==> config.mk <==
export PLATFORM = sky130hd
export DESIGN_NAME = hmf_fire_ctrl
export DESIGN_NICKNAME = d
export VERILOG_FILES = /design/src/hmf_sense_timer.v /design/src/hmf_fire_ctrl.v
export VERILOG_INCLUDE_DIRS = /design/src
export SDC_FILE = /design/constraint.sdc
export NUM_CORES = 1
export LEC_CHECK = 0
export BUFFER_PORTS_ARGS = -buffer_cell sky130_fd_sc_hd__buf_2
export CAP_MARGIN = 10
export CORE_ASPECT_RATIO = 0.7
export CORE_UTILIZATION = 31
export DETAILED_ROUTE_END_ITERATION = 8
export SYNTH_ARGS = -nofsm -noshare
export SYNTH_HDL_FRONTEND = slang
export SYNTH_HIERARCHICAL = 1
export SYNTH_SLANG_ARGS = --single-unit
==> constraint.sdc <==
create_clock -name core_clk -period 2.9 [get_ports core_clk]
set_clock_uncertainty 0.15 [all_clocks]
set_input_delay 0.29 -clock core_clk [delete_from_list [all_inputs] [get_ports core_clk]]
set_output_delay 0.29 -clock core_clk [all_outputs]
set_load 0.01 [all_outputs]
==> src/hmf_regs.vh <==
// register offsets, field positions, reset values and timing counts
`ifndef HMF_REGS_VH
`define HMF_REGS_VH
// ============================================================
// register offsets
`define HMF_OFF_MODE       8'h01
`define HMF_OFF_SLOT_FIRST 8'h04
`define HMF_OFF_SLOT_LAST  8'h0b
`define HMF_OFF_FIRE       8'h0c
`define HMF_OFF_STEADY     8'h16
`define HMF_OFF_PEAK       8'h17
`define HMF_OFF_LIBSEL     8'h1a
`define HMF_OFF_CTRL1      8'h1b
`define HMF_OFF_CTRL2      8'h1c
`define HMF_OFF_CTRL3      8'h1d
`define HMF_OFF_STATUS     8'h00
`define HMF_OFF_RT_LEVEL   8'h02
// ============================================================
// field positions
`define HMF_MODE_LSB       0
`define HMF_MODE_MSB       2
`define HMF_HOLD_BIT       6
`define HMF_DEVRST_BIT     7
`define HMF_SHORT_BIT      0
`define HMF_BUSY_BIT       1
`define HMF_KIND_BIT       1
`define HMF_OPENLOOP_BIT   5
`define HMF_LRA_BIT        7
`define HMF_DRIVE_MSB      4
`define HMF_DECAY_LSB      0
`define HMF_DECAY_MSB      3
`define HMF_BLANK_LSB      4
`define HMF_BLANK_MSB      7
`define HMF_ZC_LSB         0
`define HMF_ZC_MSB         1
// ============================================================
// mode codes
`define HMF_MODE_SOFT      3'h0
`define HMF_MODE_EDGE      3'h1
`define HMF_MODE_LEVEL     3'h2
`define HMF_MODE_EXTIN     3'h3
`define HMF_MODE_RT        3'h5
`define HMF_MODE_DIAG      3'h6
`define HMF_MODE_CAL       3'h7
// ============================================================
// reset values
`define HMF_RST_MODE       8'h40
`define HMF_RST_STEADY     8'h3e
`define HMF_RST_PEAK       8'h8c
`define HMF_RST_CTRL1      8'h13
`define HMF_RST_CTRL2      8'h35
`define HMF_RST_CTRL3      8'h01
// ============================================================
// timing: base unit of sense intervals, in ns
`define HMF_TICK_NS        5000
`define HMF_CLK_NS         5
`define HMF_TICK_CYC       (`HMF_TICK_NS / `HMF_CLK_NS)
`define HMF_PROC_CYC       20000
`endif

==> src/hmf_sense_timer.v <==
// back-emf sense sequencer: drive, decay, blanking, zero-cross window
`timescale 1ns/1ps
`include "hmf_regs.vh"
module hmf_sense_timer #(
  parameter TICK_CYC = `HMF_TICK_CYC
) (
  input  wire       core_clk,
  input  wire       srst,
  input  wire       run,
  input  wire [4:0] drive_time,
  input  wire [3:0] decay_time,
  input  wire [3:0] blank_time,
  input  wire [1:0] zc_time,
  input  wire       zc_seen,
  output reg        hiz_reg,
  output reg        convert_reg,
  output reg [4:0]  half_period_reg
);
  localparam ST_DRIVE = 2'h0;
  localparam ST_DECAY = 2'h1;
  localparam ST_BLANK = 2'h2;
  localparam ST_ZC    = 2'h3;
  reg [1:0]  state_reg;
  reg [15:0] tick_reg;
  reg [5:0]  cnt_reg;
  wire       tick = (tick_reg == 16'h0000);
  always @(posedge core_clk)
  begin
    if (srst || !run)
    begin
      state_reg       <= ST_DRIVE;
      tick_reg        <= 16'h0000;
      cnt_reg         <= 6'h00;
      hiz_reg         <= 1'b0;
      convert_reg     <= 1'b0;
      if (srst || !run)
        half_period_reg <= drive_time; // RL16
    end
    else
    begin
      tick_reg <= tick ? TICK_CYC[15:0] - 16'h0001 : tick_reg - 16'h0001;
      if (tick)
      begin
        cnt_reg <= cnt_reg + 6'h01;
        case (state_reg)
          ST_DRIVE:
          begin
            if (cnt_reg >= {1'b0, half_period_reg})
            begin
              state_reg <= ST_DECAY; // RL17
              cnt_reg   <= 6'h00;
            end
          end
          ST_DECAY:
          begin
            if (cnt_reg >= {2'b00, decay_time})
            begin
              state_reg <= ST_BLANK;
              hiz_reg   <= 1'b1; // RL17
              cnt_reg   <= 6'h00;
            end
          end
          ST_BLANK:
          begin
            if (cnt_reg >= {2'b00, blank_time})
            begin
              state_reg   <= ST_ZC;
              convert_reg <= 1'b1; // RL18
              cnt_reg     <= 6'h00;
            end
          end
          ST_ZC:
          begin
            if (cnt_reg >= {4'h0, zc_time}) // RL19
            begin
              state_reg   <= ST_DRIVE;
              hiz_reg     <= 1'b0;
              convert_reg <= 1'b0;
              cnt_reg     <= 6'h00;
              // tracker nudges the half period toward the crossing
              if (zc_seen && half_period_reg != 5'h00)
                half_period_reg <= half_period_reg - 5'h01; // RL16
              else if (!zc_seen && half_period_reg != 5'h1f)
                half_period_reg <= half_period_reg + 5'h01;
            end
          end
          default: state_reg <= ST_DRIVE;
        endcase
      end
    end
  end
endmodule // hmf_sense_timer

==> src/hmf_fire_ctrl.v <==
// mode selection, fire control, short handling and level codes
// What this block does
// [RL1] mode 0 soft trigger, 1 edge trigger, 2 level trigger
// [RL2] mode 3 external input; kind bit picks analog or pulse width
// [RL3] mode 5 realtime, 6 diagnostics, 7 calibration
// [RL4] processes start only on the internal fire signal
// [RL5] host writes 0x01 to fire register to start playback
// [RL6] playback walks slot registers 0x04..0x0b; fire also starts cal/diag
// [RL7] fire bit reads 1 while playing, self clears at end
// [RL8] writing fire bit to 0 cancels playback at once
// [RL9] in trigger modes fire bit mirrors external trigger
// [RL10] realtime or pulse-width mode fires without touching stored bit
// [RL11] after a prior short host must change mode to resume
// [RL12] output short sets flag while present and cuts drive
// [RL13] short checked only during a running process
// [RL14] open-loop resonant mode toggles at programmed frequency
// [RL15] regulator short shuts down, restarts at defaults
// [RL16] drive-time field seeds tracker half period or sample rate
// [RL17] decay interval held before switching to high impedance
// [RL18] blanking interval before back-emf conversion
// [RL19] two-bit field sets minimum zero-cross window
// [RL20] steady-level code sets closed-loop level
// [RL21] open loop uses peak-limit code as full scale
// [RL22] closed loop clamps level to peak limit
// [RL23] host writes levels before calibration, reruns after change
// [RL24] resonant peak equals step times peak-limit code
// [RL25] hold bit stops playback at once, keeps registers
// [RL26] internal fire is OR of stored bit, trigger, rt/pwm mode
`timescale 1ns/1ps
`include "hmf_regs.vh"
module hmf_fire_ctrl #(
  parameter PROC_CYC = `HMF_PROC_CYC,
  parameter SLOTS    = 8
) (
  input  wire       core_clk,
  input  wire       srst,
  input  wire       reg_wr,
  input  wire       reg_rd,
  input  wire [7:0] reg_addr,
  input  wire [7:0] reg_wdata,
  output reg  [7:0] reg_rdata_reg,
  input  wire       ext_trig,
  input  wire       out_short,
  input  wire       regulator_short,
  input  wire       zc_seen,
  input  wire       wave_done,
  output reg        fire_signal_reg,
  output reg  [7:0] wave_id_reg,
  output reg        wave_start_reg,
  output reg        cal_run_reg,
  output reg        diag_run_reg,
  output reg        drive_enable_reg,
  output reg  [7:0] drive_level_reg,
  output reg        ol_toggle_reg,
  output reg        hiz_reg,
  output reg        convert_reg
);
  // ============================================================
  // input synchronisers
  reg  [1:0] trig_sync_reg;
  reg  [1:0] short_sync_reg;
  reg  [1:0] rshort_sync_reg;
  reg  [1:0] zc_sync_reg;
  reg        trig_prev_reg;
  always @(posedge core_clk)
  begin
    trig_sync_reg   <= {trig_sync_reg[0], ext_trig};
    short_sync_reg  <= {short_sync_reg[0], out_short};
    rshort_sync_reg <= {rshort_sync_reg[0], regulator_short};
    zc_sync_reg     <= {zc_sync_reg[0], zc_seen};
    trig_prev_reg   <= trig_sync_reg[1];
  end
  wire trig  = trig_sync_reg[1];
  wire rshrt = rshort_sync_reg[1];
  // ============================================================
  // register file
  reg  [7:0] mode_reg;
  reg  [7:0] slot_reg [0:SLOTS-1];
  reg        fire_bit_reg;
  reg  [7:0] steady_reg;
  reg  [7:0] peak_reg;
  reg  [7:0] libsel_reg;
  reg  [7:0] ctrl1_reg;
  reg  [7:0] ctrl2_reg;
  reg  [7:0] ctrl3_reg;
  reg  [7:0] rt_level_reg;
  reg        short_flag_reg;
  reg        short_lock_reg;
  reg        busy_reg;
  reg  [2:0] slot_idx_reg;
  reg  [15:0] proc_cnt_reg;
  wire [2:0] mode     = mode_reg[`HMF_MODE_MSB:`HMF_MODE_LSB];
  wire       hold     = mode_reg[`HMF_HOLD_BIT];
  wire       kind_pwm = ctrl3_reg[`HMF_KIND_BIT]; // RL2
  wire       open_lp  = ctrl3_reg[`HMF_OPENLOOP_BIT];
  wire       is_lra   = libsel_reg[`HMF_LRA_BIT];
  wire       trig_md  = (mode == `HMF_MODE_EDGE) || (mode == `HMF_MODE_LEVEL); // RL1
  wire       stream_md = (mode == `HMF_MODE_RT) ||
                         ((mode == `HMF_MODE_EXTIN) && kind_pwm); // RL10
  wire       wr_mode  = reg_wr && (reg_addr == `HMF_OFF_MODE);
  wire       wr_fire  = reg_wr && (reg_addr == `HMF_OFF_FIRE);
  wire       dev_rst  = srst || rshrt ||
                        (wr_mode && reg_wdata[`HMF_DEVRST_BIT]); // RL15
  // trigger edge or level per mode
  wire       trig_fire = (mode == `HMF_MODE_EDGE) ? (trig && !trig_prev_reg) :
                         (mode == `HMF_MODE_LEVEL) ? trig : 1'b0;
  wire       fire_next = fire_bit_reg || (trig_md && trig_fire) || stream_md; // RL26
  wire       can_run   = !hold && !short_lock_reg;
  wire       last_slot = (slot_idx_reg == SLOTS[2:0] - 3'h1) ||
                         (slot_reg[slot_idx_reg + 3'h1] == 8'h00);
  genvar g;
  generate
    for (g = 0; g < SLOTS; g = g + 1)
    begin : g_slot
      always @(posedge core_clk)
      begin
        if (dev_rst)
          slot_reg[g] <= 8'h00;
        else if (reg_wr && reg_addr == `HMF_OFF_SLOT_FIRST + g)
          slot_reg[g] <= reg_wdata; // RL6
      end
    end
  endgenerate
  always @(posedge core_clk)
  begin
    if (dev_rst)
    begin
      mode_reg     <= `HMF_RST_MODE;
      steady_reg   <= `HMF_RST_STEADY;
      peak_reg     <= `HMF_RST_PEAK;
      libsel_reg   <= 8'h00;
      ctrl1_reg    <= `HMF_RST_CTRL1;
      ctrl2_reg    <= `HMF_RST_CTRL2;
      ctrl3_reg    <= `HMF_RST_CTRL3;
      rt_level_reg <= 8'h00;
    end
    else if (reg_wr)
    begin
      case (reg_addr)
        `HMF_OFF_MODE:     mode_reg     <= {1'b0, reg_wdata[6:0]};
        `HMF_OFF_STEADY:   steady_reg   <= reg_wdata;
        `HMF_OFF_PEAK:     peak_reg     <= reg_wdata;
        `HMF_OFF_LIBSEL:   libsel_reg   <= reg_wdata;
        `HMF_OFF_CTRL1:    ctrl1_reg    <= reg_wdata;
        `HMF_OFF_CTRL2:    ctrl2_reg    <= reg_wdata;
        `HMF_OFF_CTRL3:    ctrl3_reg    <= reg_wdata;
        `HMF_OFF_RT_LEVEL: rt_level_reg <= reg_wdata;
        default:           rt_level_reg <= rt_level_reg;
      endcase
    end
  end
  // ============================================================
  // fire bit, process control
  always @(posedge core_clk)
  begin
    if (dev_rst)
    begin
      fire_bit_reg     <= 1'b0;
      fire_signal_reg  <= 1'b0;
      busy_reg         <= 1'b0;
      slot_idx_reg     <= 3'h0;
      wave_id_reg      <= 8'h00;
      wave_start_reg   <= 1'b0;
      cal_run_reg      <= 1'b0;
      diag_run_reg     <= 1'b0;
      proc_cnt_reg     <= 16'h0000;
      short_flag_reg   <= 1'b0;
      short_lock_reg   <= 1'b0;
    end
    else
    begin
      wave_start_reg  <= 1'b0;
      fire_signal_reg <= fire_next && can_run; // RL4
      if (trig_md)
        fire_bit_reg <= trig; // RL9
      else if (wr_fire)
        fire_bit_reg <= reg_wdata[0]; // RL5
      // flag raised only by a running process, dropped once the short is gone
      if (!short_sync_reg[1])
        short_flag_reg <= 1'b0; // RL12
      else if (busy_reg || cal_run_reg || diag_run_reg)
        short_flag_reg <= 1'b1; // RL13
      if ((busy_reg || cal_run_reg || diag_run_reg) && short_sync_reg[1])
        short_lock_reg <= 1'b1; // RL12
      else if (wr_mode && reg_wdata[2:0] != mode)
        short_lock_reg <= 1'b0; // RL11
      if (hold || short_lock_reg || (wr_fire && !reg_wdata[0] && !trig_md))
      begin
        busy_reg     <= 1'b0; // RL25 RL8
        cal_run_reg  <= 1'b0;
        diag_run_reg <= 1'b0;
        if (short_lock_reg)
          fire_bit_reg <= 1'b0;
      end
      else if (cal_run_reg || diag_run_reg)
      begin
        proc_cnt_reg <= proc_cnt_reg + 16'h0001;
        if (proc_cnt_reg == PROC_CYC[15:0])
        begin
          cal_run_reg  <= 1'b0;
          diag_run_reg <= 1'b0;
          if (!trig_md)
            fire_bit_reg <= 1'b0;
        end
      end
      else if (busy_reg)
      begin
        if (wave_done)
        begin
          if (last_slot)
          begin
            busy_reg <= 1'b0;
            if (!trig_md)
              fire_bit_reg <= 1'b0; // RL7
          end
          else
          begin
            slot_idx_reg   <= slot_idx_reg + 3'h1; // RL6
            wave_id_reg    <= slot_reg[slot_idx_reg + 3'h1];
            wave_start_reg <= 1'b1;
          end
        end
      end
      // fire must still stand: a bit cleared by the process end must not restart it
      else if (fire_signal_reg && fire_next)
      begin
        proc_cnt_reg <= 16'h0000;
        if (mode == `HMF_MODE_CAL)
          cal_run_reg <= 1'b1; // RL3 RL6
        else if (mode == `HMF_MODE_DIAG)
          diag_run_reg <= 1'b1; // RL3
        else if (!stream_md && mode != `HMF_MODE_EXTIN && slot_reg[0] != 8'h00)
        begin
          busy_reg       <= 1'b1;
          slot_idx_reg   <= 3'h0;
          wave_id_reg    <= slot_reg[0];
          wave_start_reg <= 1'b1;
        end
      end
    end
  end
  // ============================================================
  // drive level and open-loop toggle
  reg  [7:0] ol_cnt_reg;
  wire       streaming = stream_md && fire_signal_reg;
  wire       active    = busy_reg || cal_run_reg || diag_run_reg || streaming;
  wire [7:0] closed_lv = (steady_reg > peak_reg) ? peak_reg : steady_reg; // RL22
  wire [7:0] level     = open_lp ? peak_reg : closed_lv; // RL21 RL20 RL24
  always @(posedge core_clk)
  begin
    if (dev_rst)
    begin
      drive_enable_reg <= 1'b0;
      drive_level_reg  <= 8'h00;
      ol_toggle_reg    <= 1'b0;
      ol_cnt_reg       <= 8'h00;
    end
    else
    begin
      drive_enable_reg <= active && can_run && !short_sync_reg[1]; // RL12
      drive_level_reg  <= (mode == `HMF_MODE_RT) ? rt_level_reg : level;
      if (active && open_lp && is_lra)
      begin
        // toggles only when the library select LRA bit is set
        if (ol_cnt_reg == 8'h00)
        begin
          ol_cnt_reg    <= {1'b0, ctrl1_reg[6:0]}; // RL14
          ol_toggle_reg <= !ol_toggle_reg;
        end
        else
          ol_cnt_reg <= ol_cnt_reg - 8'h01;
      end
      else
        ol_cnt_reg <= 8'h00;
    end
  end
  // ============================================================
  // back-emf sense timing
  wire       hiz_w;
  wire       conv_w;
  always @(posedge core_clk)
  begin
    hiz_reg     <= hiz_w;
    convert_reg <= conv_w;
  end
  hmf_sense_timer u_sense (
    .core_clk        (core_clk),
    .srst            (dev_rst),
    .run             (active && !open_lp),
    .drive_time      (ctrl1_reg[`HMF_DRIVE_MSB:0]),
    .decay_time      (ctrl2_reg[`HMF_DECAY_MSB:`HMF_DECAY_LSB]),
    .blank_time      (ctrl2_reg[`HMF_BLANK_MSB:`HMF_BLANK_LSB]),
    .zc_time         (ctrl3_reg[`HMF_ZC_MSB:`HMF_ZC_LSB]),
    .zc_seen         (zc_sync_reg[1]),
    .hiz_reg         (hiz_w),
    .convert_reg     (conv_w),
    .half_period_reg ()
  );
  // ============================================================
  // read mux
  always @(posedge core_clk)
  begin
    if (srst)
      reg_rdata_reg <= 8'h00;
    else if (reg_rd)
    begin
      case (reg_addr)
        `HMF_OFF_STATUS:   reg_rdata_reg <= {6'h00, busy_reg, short_flag_reg};
        `HMF_OFF_MODE:     reg_rdata_reg <= mode_reg;
        `HMF_OFF_RT_LEVEL: reg_rdata_reg <= rt_level_reg;
        `HMF_OFF_FIRE:     reg_rdata_reg <= {7'h00, fire_bit_reg};
        `HMF_OFF_STEADY:   reg_rdata_reg <= steady_reg;
        `HMF_OFF_PEAK:     reg_rdata_reg <= peak_reg;
        `HMF_OFF_LIBSEL:   reg_rdata_reg <= libsel_reg;
        `HMF_OFF_CTRL1:    reg_rdata_reg <= ctrl1_reg;
        `HMF_OFF_CTRL2:    reg_rdata_reg <= ctrl2_reg;
        `HMF_OFF_CTRL3:    reg_rdata_reg <= ctrl3_reg;
        default:
        begin
          if (reg_addr >= `HMF_OFF_SLOT_FIRST && reg_addr <= `HMF_OFF_SLOT_LAST)
            reg_rdata_reg <= slot_reg[reg_addr[2:0] - 3'h4];
          else
            reg_rdata_reg <= 8'h00;
        end
      endcase
    end
  end
endmodule // hmf_fire_ctrl

==> Implementation_results.wiki <==
{| class="wikitable"
! Metric !! Value
|-
| Outcome || finished, final reports clean
|-
| Max-cap viol count || 0
|-
| Post-layout instance count excluding filler cells || 1846
|-
| Hold WC Path Type || in2reg
|-
| Number of antenna violations at the first check in global routing || 2
|-
| Global-route total usage across every layer || 18.3%
|-
| Vias in the first global route || 9386
|-
| Power, Total || 6.67 mW
|-
| Flip-flop count of the largest register after layout || 64
|-
| F_max || 362 MHz
|-
| Core footprint || 37600 um^2
|-
| TritonCTS clock tree || yes
|-
| Clock Pin Slew Worst Setup and Hold Paths || 60 ps
|-
| Share of the clock period used by the worst path after layout || 95.4%
|-
| Fillcell total || 3797
|-
| Antenna-violating nets left || 0
|-
| Finished Cell Area || 13900 um^2
|-
| Starting density of the core || 31.9%
|-
| Sequential share of the synthesized area || 44.1%
|-
| Distinct cells, synth || 78
|-
| Type of the worst setup path || reg2reg
|-
| Global placer's final weighted congestion || 0.956
|-
| Clock buffer count from CTS || 23
|-
| Routed length per placed instance || 19.7 um
|-
| Number of core rows || 59
|-
| Grt ovf || 0
|-
| Number of clock sinks || 230
|-
| Min Clock Period, post-route || 2770 ps
|-
| Detailed Place HPWL || 26.7 mm
|-
| First-pass DRT Iterations || 7
|-
| Fraction of synthesized cell area taken by the top area cell type || 26.9%
|-
| R2r setup slk || 130 ps
|-
| Endpoint of the worst hold-timing path || ctrl1_reg[3]
|-
| Synth-to-Final Area Change || 15.9%
|-
| Biggest area contributors in the synthesized netlist || sky130_fd_sc_hd__dfxtp_1 (27%), sky130_fd_sc_hd__edfxtp_1 (17%), sky130_fd_sc_hd__mux2i_1 (5.3%)
|-
| Number of DRC violations after detailed routing || 0
|-
| Average cell area after synthesis || 9.55 um^2
|-
| Async set-reset flop share out of synthesis || 0%
|-
| Count of final setup violators || 0
|-
| Worst Hold Depth || 3
|-
| Maximum clock path buffer count || 3
|-
| Top cells by instance count after synthesis || sky130_fd_sc_hd__dfxtp_1 (161), sky130_fd_sc_hd__nand2_1 (145), sky130_fd_sc_hd__nor2_1 (131)
|-
| Io pins || 57
|-
| Horizontal extent of the die || 237 um
|-
| Layout Utilization || 36.9%
|-
| Overall via count from detail_route || 9972
|-
| Worst voltage drop across the vdd grid || 456 uV
|-
| Cell leakage power || 5.23 nW
|-
| Die area || 39500 um^2
|-
| Most common cell in the netlist || sky130_fd_sc_hd__dfxtp_1
|-
| Source of the worst hold timing path || reg_wdata[3]
|-
| Cell area power density || 480 nW/um^2
|-
| Worst path arrival time || 3070 ps
|-
| CTS H-tree lvls || 1
|-
| Synth Instances || 1257
|-
| Setup crit start kind || flip-flop
|-
| Chip Height || 167 um
|-
| CP Capture Type || flip-flop
|-
| Detail-routed via count per cell || 5.40
|-
| Number of enable-type register cells in the synthesized netlist || 69
|-
| Number of nets in the finished design || 1404
|-
| Main synth FF type || sky130_fd_sc_hd__dfxtp_1
|-
| Number of cells traversed by the worst register-to-register path || 10
|-
| Count of pins over their slew limit || 0
|-
| #FFs+latches synth || 230
|-
| Clock insertion delay at the later pin of the skew report || 540 ps
|-
| Crit Reg-Reg Startpoint || slot_idx_reg[0]
|-
| Worst-path maximum fanout || 7
|-
| Mapped cell area || 12000 um^2
|-
| Largest area contributor in the netlist || sky130_fd_sc_hd__dfxtp_1
|-
| RSZ-0062 raised after global routing || no
|-
| Iter 0 DRT Violations || 1005
|-
| Global-route wire length before repair || 56.4 mm
|-
| Wire length reported by the detailed router || 36.3 mm
|-
| Critical path required time || 3210 ps
|-
| Max-slew headroom at the worst pin || 52.6%
|-
| Clock root buffer || sky130_fd_sc_hd__clkbuf_16
|-
| Final-report hold violation count || 0
|-
| Slew at the pin with the worst max-slew slack || 702 ps
|-
| Port-buffer cells || 56
|-
| Net count after synthesis || 1322
|-
| Layout cells sized above 1 || 15.9%
|-
| Count of warnings emitted by yosys || 6
|-
| RR Endpoint || wave_id_reg[7]
|-
| Placed cell count || 1794
|-
| Pin count of the biggest net entering global routing || 38
|-
| Area after detailed placement || 13100 um^2
|}
[worst max path at each step]
stage,start,end,cells past startpoint
after detailed placement,slot_idx_reg[0],wave_id_reg[2],10
final,slot_idx_reg[0],wave_id_reg[7],10
after floorplan,reg_addr[7],u_sense/half_period_reg[3],12
after global routing,u_sense/cnt_reg[0],u_sense/cnt_reg[0],8
after CTS,slot_idx_reg[0],wave_id_reg[7],9
after global placement,slot_idx_reg[0],wave_id_reg[1],10
[cell families after synthesis]
| group | Yosys count | share of synthesized area [%] |
|---|---|---|
| buffers and inverters | 109 | 3.96 |
| flip-flops | 230 | 44.1 |
| AO/OA/AOI/OAI | 211 | 12.3 |
| XOR/XNOR | 41 | 2.99 |
| AND/OR/NAND/NOR | 534 | 22.0 |
| adder cells (fa/ha/maj) | 41 | 4.32 |
| multiplexers | 91 | 10.3 |
[per-stage QoR]
stage          TNS (ps)  hold slack [ps]  setup slack, ps
2_1_floorplan         0              160             61.4
3_3_place_gp          0              168             69.9
3_5_place_dp      -5.21              167            -5.00
4_1_cts               0             19.0             21.7
5_1_grt               0             55.9             13.0
6_report              0             44.1              134
[routing by layer]
metal	global-route usage, %	wire length, um	vias up
met5	0	0	-
met4	3.45	489	0
met3	5.15	3740	37
met2	24.4	14100	418
met1	28.6	18000	4833
li1	-	-	4684
[layout by cell type (no fill, tap or decap), types with 6 or more instances in the layout]
cell type and n:
sky130_fd_sc_hd__a211o_1 10, sky130_fd_sc_hd__or3_1 8, sky130_fd_sc_hd__mux4_2 26, sky130_fd_sc_hd__a21oi_2 10, sky130_fd_sc_hd__dfxtp_1 161, sky130_fd_sc_hd__ha_1 38, sky130_fd_sc_hd__a21o_1 7, sky130_fd_sc_hd__xnor2_1 30
sky130_fd_sc_hd__a22oi_1 24, sky130_fd_sc_hd__a311oi_1 8, sky130_fd_sc_hd__a21oi_1 57, sky130_fd_sc_hd__a211oi_1 11, sky130_fd_sc_hd__xor2_1 11, sky130_fd_sc_hd__clkbuf_16 24, sky130_fd_sc_hd__nand3_1 65, sky130_fd_sc_hd__nor3_1 25
sky130_fd_sc_hd__nand4_1 9, sky130_fd_sc_hd__o221ai_1 10, sky130_fd_sc_hd__dlygate4sd3_1 6, sky130_fd_sc_hd__and3_1 10, sky130_fd_sc_hd__nor4_1 17, sky130_fd_sc_hd__and2_1 68, sky130_fd_sc_hd__nand2b_1 9, sky130_fd_sc_hd__buf_4 61
sky130_fd_sc_hd__clkbuf_1 9, sky130_fd_sc_hd__inv_1 36, sky130_fd_sc_hd__nor2b_1 10, sky130_fd_sc_hd__a31oi_1 9, sky130_fd_sc_hd__nand2_1 145, sky130_fd_sc_hd__mux2i_1 63, sky130_fd_sc_hd__o21ai_0 33, sky130_fd_sc_hd__edfxtp_1 69
sky130_fd_sc_hd__buf_2 56, sky130_fd_sc_hd__nor2_1 131
[critical path, cell delays in order, from the launching register on]
cell,delay (ps)
sky130_fd_sc_hd__dfxtp_1,310
sky130_fd_sc_hd__ha_1,230
sky130_fd_sc_hd__ha_4,320
sky130_fd_sc_hd__buf_6,150
sky130_fd_sc_hd__mux4_2,300
sky130_fd_sc_hd__a211o_1,330
sky130_fd_sc_hd__a41oi_4,280
sky130_fd_sc_hd__a21oi_4,90
sky130_fd_sc_hd__buf_4,170
sky130_fd_sc_hd__a211o_1,240
sky130_fd_sc_hd__a21oi_2,120
[where the power goes]
part / switching [mW] / internal (mW) / total (mW)
Sequential: 0.0367 / 3.34 / 3.38
Combinational: 0.238 / 0.127 / 0.366
Clock: 1.29 / 1.64 / 2.93
Total: 1.56 / 5.11 / 6.67
[cell type report]
class | instances | area, um^2 | area share, %
antenna | 2 | 5.00 | 0.0360
clock buffer | 34 | 648 | 4.66
clock inverter | 8 | 65.1 | 0.468
inverter | 37 | 139 | 0.999
multi-input combinational | 918 | 6250 | 45.0
sequential | 230 | 5300 | 38.1
tap | 488 | 611 | 4.39
timing repair buffer | 129 | 892 | 6.42
[timing repair]
item	CTS	global route
setup buffers	2	0
setup endpoints to repair	8	17
hold buffers	6	0
endpoints found under the hold margin	14	0
gates resized for setup	1	5
pin swaps	1	1
cloned	0	0
No activity file was read; power rests on OpenSTA's default activity.
